<file path="config.mk">
export PLATFORM = sky130hd
export DESIGN_NAME = gpio_pwm_port
export DESIGN_NICKNAME = d
export VERILOG_FILES = /design/src/common/gpio_pwm_pkg.sv /design/src/core/gpio_pwm_port.sv
export VERILOG_INCLUDE_DIRS = /design/src /design/src/common
export SDC_FILE = /design/constraint.sdc
export NUM_CORES = 2
export LEC_CHECK = 0
export BUFFER_PORTS_ARGS = -buffer_cell sky130_fd_sc_hd__buf_2
export CAP_MARGIN = 20
export CORE_ASPECT_RATIO = 1.4
export CORE_MARGIN = 1
export CORE_UTILIZATION = 53
export DETAILED_ROUTE_END_ITERATION = 7
export GPL_ROUTABILITY_DRIVEN = 0
export HOLD_SLACK_MARGIN = 0.06
export PLACE_DENSITY = 0.73
export SYNTH_ARGS = -nofsm -noshare
export SYNTH_HDL_FRONTEND = slang
export SYNTH_SLANG_ARGS = --single-unit
</file>
<file path="constraint.sdc">
create_clock -name i_clk -period 7.31 [get_ports i_clk]
set_input_delay 1.0965 -clock i_clk [delete_from_list [all_inputs] [get_ports i_clk]]
set_output_delay 1.0965 -clock i_clk [all_outputs]
set_load 0.03 [all_outputs]
</file>
<file path="src/common/gpio_pwm_defines.svh">
// register map, field positions and reset values of the gpio/pwm port
`ifndef GPIO_PWM_DEFINES_SVH
`define GPIO_PWM_DEFINES_SVH
`define GP_ADDR_W       8
`define GP_CTRL_OFF     8'h00
`define GP_DIR_OFF      8'h04
`define GP_OUT_OFF      8'h08
`define GP_IN_OFF       8'h0C
`define GP_ALT_OFF      8'h10
`define GP_PER0_OFF     8'h14
`define GP_PER1_OFF     8'h18
`define GP_DUTY_BASE    8'h20
`define GP_CTRL_RUN_BIT 0
`define GP_PWM_CH       12
`define GP_PWM_GRP      6
`define GP_DUTY_W       7
`define GP_DUTY_FULL    7'h64
`define GP_PCT_SCALE    7'h64
`define GP_PER_RST      16'h03E8
`define GP_RESP_OKAY    2'h0
`define GP_RESP_SLVERR  2'h2
`endif

</file>
<file path="src/common/gpio_pwm_pkg.sv">
// types shared by the gpio/pwm port
package gpio_pwm_pkg;
  typedef enum logic [1:0] {
    WR_IDLE = 2'b01,
    WR_RESP = 2'b10
  } wr_state_t;
  typedef struct packed {
    logic [31:0] data;
    logic [3:0]  strb;
    logic [7:0]  addr;
  } wr_req_t;
endpackage : gpio_pwm_pkg

</file>
<file path="src/core/gpio_pwm_port.sv">
// general purpose i/o port with twelve pwm channels, axi4-lite registers
`timescale 1ns/100ps
`include "gpio_pwm_defines.svh"
module gpio_pwm_port #(
  parameter int N_PINS = 32,
  parameter int PER_W  = 16
) (
  // clock and reset
  input  wire logic              i_clk,
  input  wire logic              i_resetn,
  // axi4-lite write address and data
  input  wire logic [7:0]        i_awaddr,
  input  wire logic              i_awvalid,
  output logic                   o_awready,
  input  wire logic [31:0]       i_wdata,
  input  wire logic [3:0]        i_wstrb,
  input  wire logic              i_wvalid,
  output logic                   o_wready,
  // axi4-lite write response
  output logic [1:0]             o_bresp,
  output logic                   o_bvalid,
  input  wire logic              i_bready,
  // axi4-lite read
  input  wire logic [7:0]        i_araddr,
  input  wire logic              i_arvalid,
  output logic                   o_arready,
  output logic [31:0]            o_rdata,
  output logic [1:0]             o_rresp,
  output logic                   o_rvalid,
  input  wire logic              i_rready,
  // alternate function on pins above the pwm ones
  input  wire logic [N_PINS-1:0] i_alt_out,
  input  wire logic [N_PINS-1:0] i_alt_oe,
  // pins
  input  wire logic [N_PINS-1:0] i_pin,
  output logic [N_PINS-1:0]      o_pin_out,
  output logic [N_PINS-1:0]      o_pin_oe,
  output logic [N_PINS-1:0]      o_pin_pu
);
  localparam int CH = `GP_PWM_CH;
  localparam int MW = PER_W + `GP_DUTY_W;

  // registers
  logic                    run_r;
  logic [N_PINS-1:0]       dir_r;
  logic [N_PINS-1:0]       out_r;
  logic [N_PINS-1:0]       alt_r;
  logic [PER_W-1:0]        per_r     [2];
  logic [`GP_DUTY_W-1:0]   duty_r    [CH];
  logic [PER_W-1:0]        cnt_r     [2];
  logic [PER_W-1:0]        per_act_r [2];
  logic [N_PINS-1:0]       in_r;

  // write and read path
  gpio_pwm_pkg::wr_state_t wst_r;
  gpio_pwm_pkg::wr_req_t   wreq_r;
  logic                    aw_full_r;
  logic                    w_full_r;
  logic                    awready_r;
  logic                    wready_r;
  logic                    bvalid_r;
  logic [1:0]              bresp_r;
  logic                    arready_r;
  logic                    rvalid_r;
  logic [31:0]             rdata_r;
  logic [1:0]              rresp_r;

  wire aw_hs   = i_awvalid & awready_r;
  wire w_hs    = i_wvalid & wready_r;
  wire aw_have = aw_full_r | aw_hs;
  wire w_have  = w_full_r | w_hs;
  wire do_wr   = (wst_r == gpio_pwm_pkg::WR_IDLE) & aw_have & w_have;
  wire [7:0]  wa     = aw_full_r ? wreq_r.addr : i_awaddr;
  wire [31:0] wd     = w_full_r ? wreq_r.data : i_wdata;
  wire [3:0]  ws     = w_full_r ? wreq_r.strb : i_wstrb;

  function automatic logic [31:0] merge(input logic [31:0] old_v,
                                        input logic [31:0] new_v,
                                        input logic [3:0]  strb);
    logic [31:0] res;
    res = old_v;
    for (int b = 0; b < 4; b++) begin
      if (strb[b]) begin
        res[8*b +: 8] = new_v[8*b +: 8];
      end
    end
    return res;
  endfunction : merge

  // address decode, write side
  wire [7:0] wdi       = 8'(wa - `GP_DUTY_BASE);
  wire       w_ctrl    = wa == `GP_CTRL_OFF;
  wire       w_dir     = wa == `GP_DIR_OFF;
  wire       w_out     = wa == `GP_OUT_OFF;
  wire       w_in      = wa == `GP_IN_OFF;
  wire       w_alt     = wa == `GP_ALT_OFF;
  wire       w_per0    = wa == `GP_PER0_OFF;
  wire       w_per1    = wa == `GP_PER1_OFF;
  wire       w_duty    = (wa >= `GP_DUTY_BASE) && (wdi[7:2] < 6'(CH)) && (wa[1:0] == 2'h0);
  wire       w_ok      = w_ctrl | w_dir | w_out | w_in | w_alt | w_per0 | w_per1 | w_duty;
  wire [3:0] w_idx     = wdi[5:2];
  wire [31:0] duty_new = merge(32'(duty_r[w_idx]), wd, ws);

  // address decode, read side
  wire [7:0] rdi    = 8'(i_araddr - `GP_DUTY_BASE);
  wire       r_duty = (i_araddr >= `GP_DUTY_BASE) && (rdi[7:2] < 6'(CH))
                      && (i_araddr[1:0] == 2'h0);
  wire [3:0] r_idx  = rdi[5:2];
  logic [31:0] rd_val;
  logic        rd_ok;

  always_comb begin
    rd_ok  = 1'b1;
    rd_val = 32'h0000_0000;
    if (r_duty) begin
      rd_val = 32'(duty_r[r_idx]);
    end else begin
      case (i_araddr)
        `GP_CTRL_OFF: rd_val = 32'(run_r);
        `GP_DIR_OFF:  rd_val = 32'(dir_r);
        `GP_OUT_OFF:  rd_val = 32'(out_r);
        `GP_IN_OFF:   rd_val = 32'(in_r);
        `GP_ALT_OFF:  rd_val = 32'(alt_r);
        `GP_PER0_OFF: rd_val = 32'(per_r[0]);
        `GP_PER1_OFF: rd_val = 32'(per_r[1]);
        default:      rd_ok  = 1'b0;
      endcase
    end
  end

  // write handshake: address and data taken in either order
  always_ff @(posedge i_clk) begin
    if (!i_resetn) begin
      wst_r     <= gpio_pwm_pkg::WR_IDLE;
      wreq_r    <= '0;
      aw_full_r <= 1'b0;
      w_full_r  <= 1'b0;
      awready_r <= 1'b1;
      wready_r  <= 1'b1;
      bvalid_r  <= 1'b0;
      bresp_r   <= `GP_RESP_OKAY;
    end else begin
      case (wst_r)
        gpio_pwm_pkg::WR_IDLE: begin
          if (aw_hs) begin
            wreq_r.addr <= i_awaddr;
            aw_full_r   <= 1'b1;
            awready_r   <= 1'b0;
          end
          if (w_hs) begin
            wreq_r.data <= i_wdata;
            wreq_r.strb <= i_wstrb;
            w_full_r    <= 1'b1;
            wready_r    <= 1'b0;
          end
          if (do_wr) begin
            wst_r     <= gpio_pwm_pkg::WR_RESP;
            awready_r <= 1'b0;
            wready_r  <= 1'b0;
            bvalid_r  <= 1'b1;
            bresp_r   <= w_ok ? `GP_RESP_OKAY : `GP_RESP_SLVERR;
          end
        end
        gpio_pwm_pkg::WR_RESP: begin
          if (i_bready) begin
            wst_r     <= gpio_pwm_pkg::WR_IDLE;
            bvalid_r  <= 1'b0;
            aw_full_r <= 1'b0;
            w_full_r  <= 1'b0;
            awready_r <= 1'b1;
            wready_r  <= 1'b1;
          end
        end
        default: wst_r <= gpio_pwm_pkg::WR_IDLE;
      endcase
    end
  end

  // register writes; the input register is read-only and ignores writes
  always_ff @(posedge i_clk) begin
    if (!i_resetn) begin
      run_r    <= 1'b0;
      dir_r    <= '0;
      out_r    <= '0;
      alt_r    <= '0;
      per_r[0] <= PER_W'(`GP_PER_RST);
      per_r[1] <= PER_W'(`GP_PER_RST);
    end else if (do_wr) begin
      if (w_ctrl) run_r    <= ws[0] ? wd[`GP_CTRL_RUN_BIT] : run_r;
      if (w_dir)  dir_r    <= N_PINS'(merge(32'(dir_r), wd, ws));
      if (w_out)  out_r    <= N_PINS'(merge(32'(out_r), wd, ws));
      if (w_alt)  alt_r    <= N_PINS'(merge(32'(alt_r), wd, ws));
      if (w_per0) per_r[0] <= PER_W'(merge(32'(per_r[0]), wd, ws));
      if (w_per1) per_r[1] <= PER_W'(merge(32'(per_r[1]), wd, ws));
    end
  end

  // duty above full scale is held at full scale
  always_ff @(posedge i_clk) begin
    if (!i_resetn) begin
      for (int k = 0; k < CH; k++) begin
        duty_r[k] <= '0;
      end
    end else if (do_wr && w_duty) begin
      duty_r[w_idx] <= (duty_new > 32'(`GP_DUTY_FULL)) ? `GP_DUTY_FULL
                       : duty_new[`GP_DUTY_W-1:0];
    end
  end

  // read channel: answer one cycle after the address is taken
  always_ff @(posedge i_clk) begin
    if (!i_resetn) begin
      arready_r <= 1'b1;
      rvalid_r  <= 1'b0;
      rdata_r   <= 32'h0000_0000;
      rresp_r   <= `GP_RESP_OKAY;
    end else if (rvalid_r) begin
      if (i_rready) begin
        rvalid_r  <= 1'b0;
        arready_r <= 1'b1;
      end
    end else if (i_arvalid && arready_r) begin
      arready_r <= 1'b0;
      rvalid_r  <= 1'b1;
      rdata_r   <= rd_val;
      rresp_r   <= rd_ok ? `GP_RESP_OKAY : `GP_RESP_SLVERR;
    end
  end

  // plain sampling of the inverted pin, no filter, so bounce reaches software unfiltered
  always_ff @(posedge i_clk) begin
    if (!i_resetn) begin
      in_r <= '0;
    end else begin
      in_r <= ~i_pin;
    end
  end

  // group period counters; new period taken only at wrap, so no glitch
  logic [PER_W-1:0] per_use [2];
  for (genvar g = 0; g < 2; g++) begin : g_grp
    assign per_use[g] = (per_act_r[g] == '0) ? PER_W'(1) : per_act_r[g];
    wire wrap = cnt_r[g] >= per_use[g] - PER_W'(1);
    always_ff @(posedge i_clk) begin
      if (!i_resetn) begin
        cnt_r[g]     <= '0;
        per_act_r[g] <= PER_W'(`GP_PER_RST);
      end else if (wrap) begin
        cnt_r[g]     <= '0;
        per_act_r[g] <= per_r[g];
      end else begin
        cnt_r[g] <= cnt_r[g] + PER_W'(1);
      end
    end
  end

  // on while cnt/period below duty/100
  logic [CH-1:0] pwm_lvl;
  for (genvar k = 0; k < CH; k++) begin : g_pwm
    localparam int G = k / `GP_PWM_GRP;
    wire [MW-1:0] lhs = MW'(cnt_r[G]) * MW'(`GP_PCT_SCALE);
    wire [MW-1:0] rhs = MW'(duty_r[k]) * MW'(per_use[G]);
    assign pwm_lvl[k] = lhs < rhs;
  end

  // pin drive, every output a flop
  for (genvar p = 0; p < N_PINS; p++) begin : g_pin
    logic drv_out;
    logic drv_oe;
    always_comb begin
      drv_out = 1'b0;
      drv_oe  = 1'b0;
      if (alt_r[p]) begin
        if (p < CH) begin
          drv_out = pwm_lvl[p];
          drv_oe  = 1'b1;
        end else begin
          drv_out = i_alt_out[p];
          drv_oe  = i_alt_oe[p];
        end
      end else if (dir_r[p]) begin
        drv_out = out_r[p];
        drv_oe  = 1'b1;
      end
    end
    always_ff @(posedge i_clk) begin
      if (!i_resetn) begin
        o_pin_out[p] <= 1'b0;
        o_pin_oe[p]  <= 1'b0;
        o_pin_pu[p]  <= 1'b1;
      end else begin
        o_pin_out[p] <= run_r & drv_out;
        o_pin_oe[p]  <= run_r & drv_oe;
        o_pin_pu[p]  <= ~run_r;
      end
    end
  end

  assign o_awready = awready_r;
  assign o_wready  = wready_r;
  assign o_bvalid  = bvalid_r;
  assign o_bresp   = bresp_r;
  assign o_arready = arready_r;
  assign o_rvalid  = rvalid_r;
  assign o_rdata   = rdata_r;
  assign o_rresp   = rresp_r;
endmodule : gpio_pwm_port

</file>
==> metrics.cfg <==
[status]
status=finished clean

[worst_hold_path]
hp-class=flip-flop to flip-flop

[die]
io_pins=292
die_area_sq_um=138000
dieHeight_um=438
rows=159
initial_utilization=0.536
die_w_um=314
core_area_sq_um=134000

[clocking]
path_clk_slew_ns=0.07
insertion_delay_ns=0.66
cts.sinks=489
numCtsBuffers=56
htreeDepth=2
root_buffer=clkbuf_16
cts_max_path_buffers=3
cts_tree=built
cts_hold_buf=0

[yosys]
yosysMostFrequentCell=inv_1
synth_area_sq_um=72100
yosysWarnings=0
yosysUniqueCellTypes=88
netlist_top_cells_area=fa_1 (24%), ha_1 (15%), edfxtp_1 (8.7%)
ys_seq_elements=489
yosysTopAreaCellShare=0.236
synth_area_leader_cell=fa_1
syn_avg_cell_area_sq_um=8.85
netlist_top_cells_count=inv_1 (1062), and2_1 (953), ha_1 (885)
seq_area_frac_synth=0.165
synth_edf_count=208
synthArstFlopShare=0
synthCells=8143
ys.flop_type=dfxtp_1

[power]
p_comb_frac=0.737
sw_frac_of_total=0.486
power_density_nw_per_um2=297
p_sw_mw=11.3
p_seq_frac=0.137
p_leak_nw=38.2
peakVddDrop_uv=395
p_int_mw=12.0
pwr-share-clk=0.125

[route]
drt.antenna.violating_nets=0
vias_per_cell=5.92
totalWireLength_um=217000
firstDrtPassIters=6
drtIter0Drc=4673
vias=60300
wire_per_inst_um=21.4
drc_errors=0

[critical_path]
path_max_fanout=13
worstPathArrival_ns=7.72
cp.required_ns=7.89
worst-setup-path-type=flip-flop to flip-flop
critPathLaunchType=flip-flop
cpMostUsedCell=fa_1
slowest_stage=or4_4
end_kind=flip-flop
cpPeakStageDelay_ns=0.59

[timing]
setup-tns-final_ns=0
setup_viol_count_final=0
period_share=0.977
period_needed_ns=7.14
max_slew.worst_pin.slew_ns=1.16
fmax_mhz=140
slew_headroom=0.221
final_max_slew_viol_count=0
finalHoldViolations=0
fin_skew_ns=0.0518
rsz0062_at_grt=true

[global_route]
grt_util_met3=0.0521
grt_use_met2=0.542
grt_pass1_vias=62100
grt_max_degree=82
top_usage_layer=met2
antenna_found_initial=26
grt_pass1_wl_um=340000
met1_usage=0.361
track_usage=0.317
gr-total-overflow=0

[finish]
drive_gt1_frac=0.0915
fin_nets=10200
syn_to_final_growth_pct=8.78
final_util=0.583
n_fill_cell=11900

[job]
drv_cap=0

[placement]
port-buffer-count=265
dp_hpwl_um=165000

timing repair:
action | CTS | global route
setup buffers | 3 | 12
resized for setup | 9 | 97
pin swaps | 8 | 67
cloned | 0 | 0
endpoints found under the hold margin | 0 | 0
endpoints found under the setup margin | 4 | 12
final timing paths:
path         cells after the start  slack [ns]       startpoint            to
max                             26        0.17  per_act_r[1][6]  o_pin_out[8]
min                              2        0.45       wreq_r[15]    wreq_r[15]
max reg2reg                     26        0.17  per_act_r[1][6]  o_pin_out[8]
min reg2reg                      2        0.45       wreq_r[15]    wreq_r[15]
power groups by stage:
stage,clock network [mW],registers [mW],logic (mW)
after floorplan,0,3.17,12.1
after global placement,0,3.24,16.0
after detailed placement,0,3.25,16.6
after CTS,2.93,3.19,16.8
after global routing,3.02,3.21,19.4
final,2.92,3.20,17.2
kinds of logic after synthesis:
| kind of cell | count (synthesis) | share of synthesized area |
|---|---|---|
| buf+inv | 1483 | 0.0801 |
| mux | 109 | 0.0192 |
| simple gates | 2752 | 0.195 |
| flops | 489 | 0.165 |
| other cells | 2 | 0.000104 |
| fa+ha+maj | 1735 | 0.390 |
| compound gates | 1270 | 0.115 |
| xor+xnor | 303 | 0.0368 |
critical path, delay by kind of cell, from the launching register on:
| kind | cells | cell delay, ns |
|---|---|---|
| fa+ha+maj | 6 | 2.45 |
| compound gates | 9 | 1.95 |
| simple gates | 5 | 1.64 |
| buf+inv | 5 | 0.42 |
| flops | 1 | 0.40 |
| xor+xnor | 1 | 0.21 |
cell usage in the layout (no fill, tap or decap), types with 22 or more instances in the layout:
master / netlist / layout
nor4_1: 27 / 23
a22o_1: 26 / 26
a21o_1: 170 / 170
o21ai_0: 191 / 164
and2_1: 953 / 953
or3_1: 38 / 37
xor2_1: 158 / 155
nor3_1: 91 / 87
o22ai_1: 22 / 22
a221oi_1: 33 / 33
dfxtp_1: 281 / 280
nand3_1: 78 / 78
nor2b_1: 60 / 60
a211oi_1: 129 / 124
edfxtp_1: 208 / 208
xnor2_1: 145 / 131
clkbuf_16: 0 / 59
buf_2: 35 / 267
nand4_1: 47 / 47
nand2_1: 754 / 753
buf_4: 35 / 208
mux2_2: 23 / 23
fa_1: 850 / 849
inv_1: 1062 / 1058
o21a_1: 39 / 39
nor2_1: 488 / 484
a22oi_1: 40 / 40
a21oi_1: 398 / 380
and3_1: 49 / 49
mux2i_1: 65 / 65
conb_1: 2 / 62
nand2b_1: 82 / 82
ha_1: 885 / 878
o21ai_1: 11 / 34
stage by stage:
stage / area, sq um / hold WS, ns / cells / power [mW] / setup WS, ns
2_1_floorplan: 72400 / 0.433 / 8203 / 15.3 / 0.00854
3_3_place_gp: 75800 / 0.438 / 10000 / 19.2 / -0.128
3_5_place_dp: 75900 / 0.447 / 10000 / 19.8 / -0.191
4_1_cts: 77800 / 0.456 / 10100 / 22.9 / 0.0245
5_1_grt: 78400 / 0.482 / 10200 / 25.6 / -0.0739
6_report: 78400 / 0.455 / 10200 / 23.3 / 0.170
metal layers:
| layer | vias to the layer above | share of wire |
|---|---|---|
| li1 | 27000 | - |
| met1 | 29800 | 0.36 |
| met2 | 2498 | 0.48 |
| met3 | 860 | 0.080 |
| met4 | 14 | 0.083 |
| met5 | - | 0.00046 |
layout make-up:
class                   instances  area (sq um)  share of cell area
flip-flops and latches        489         11900               0.151
clock buffers                  74          1610              0.0206
well taps                    1771          2220              0.0283
diodes                         20          50.0            0.000638
repair buffers                490          3170              0.0404
multi-input cells            6231         55200               0.704
inverters                    1064          4000              0.0510
clock inverters                31           278             0.00354
state kept, by name (all words and copies together) (netlist names), 2 cells and up:
register and count:
per_r 32, cnt_r 32, wst_r 2, o_rdata 32, duty_r 112, o_pin_oe 32
wreq_r 44, dir_r 32, per_act_r 32, o_pin_out 32, alt_r 32, out_r 32
in_r 32
(Power assumes the default switching activity.)
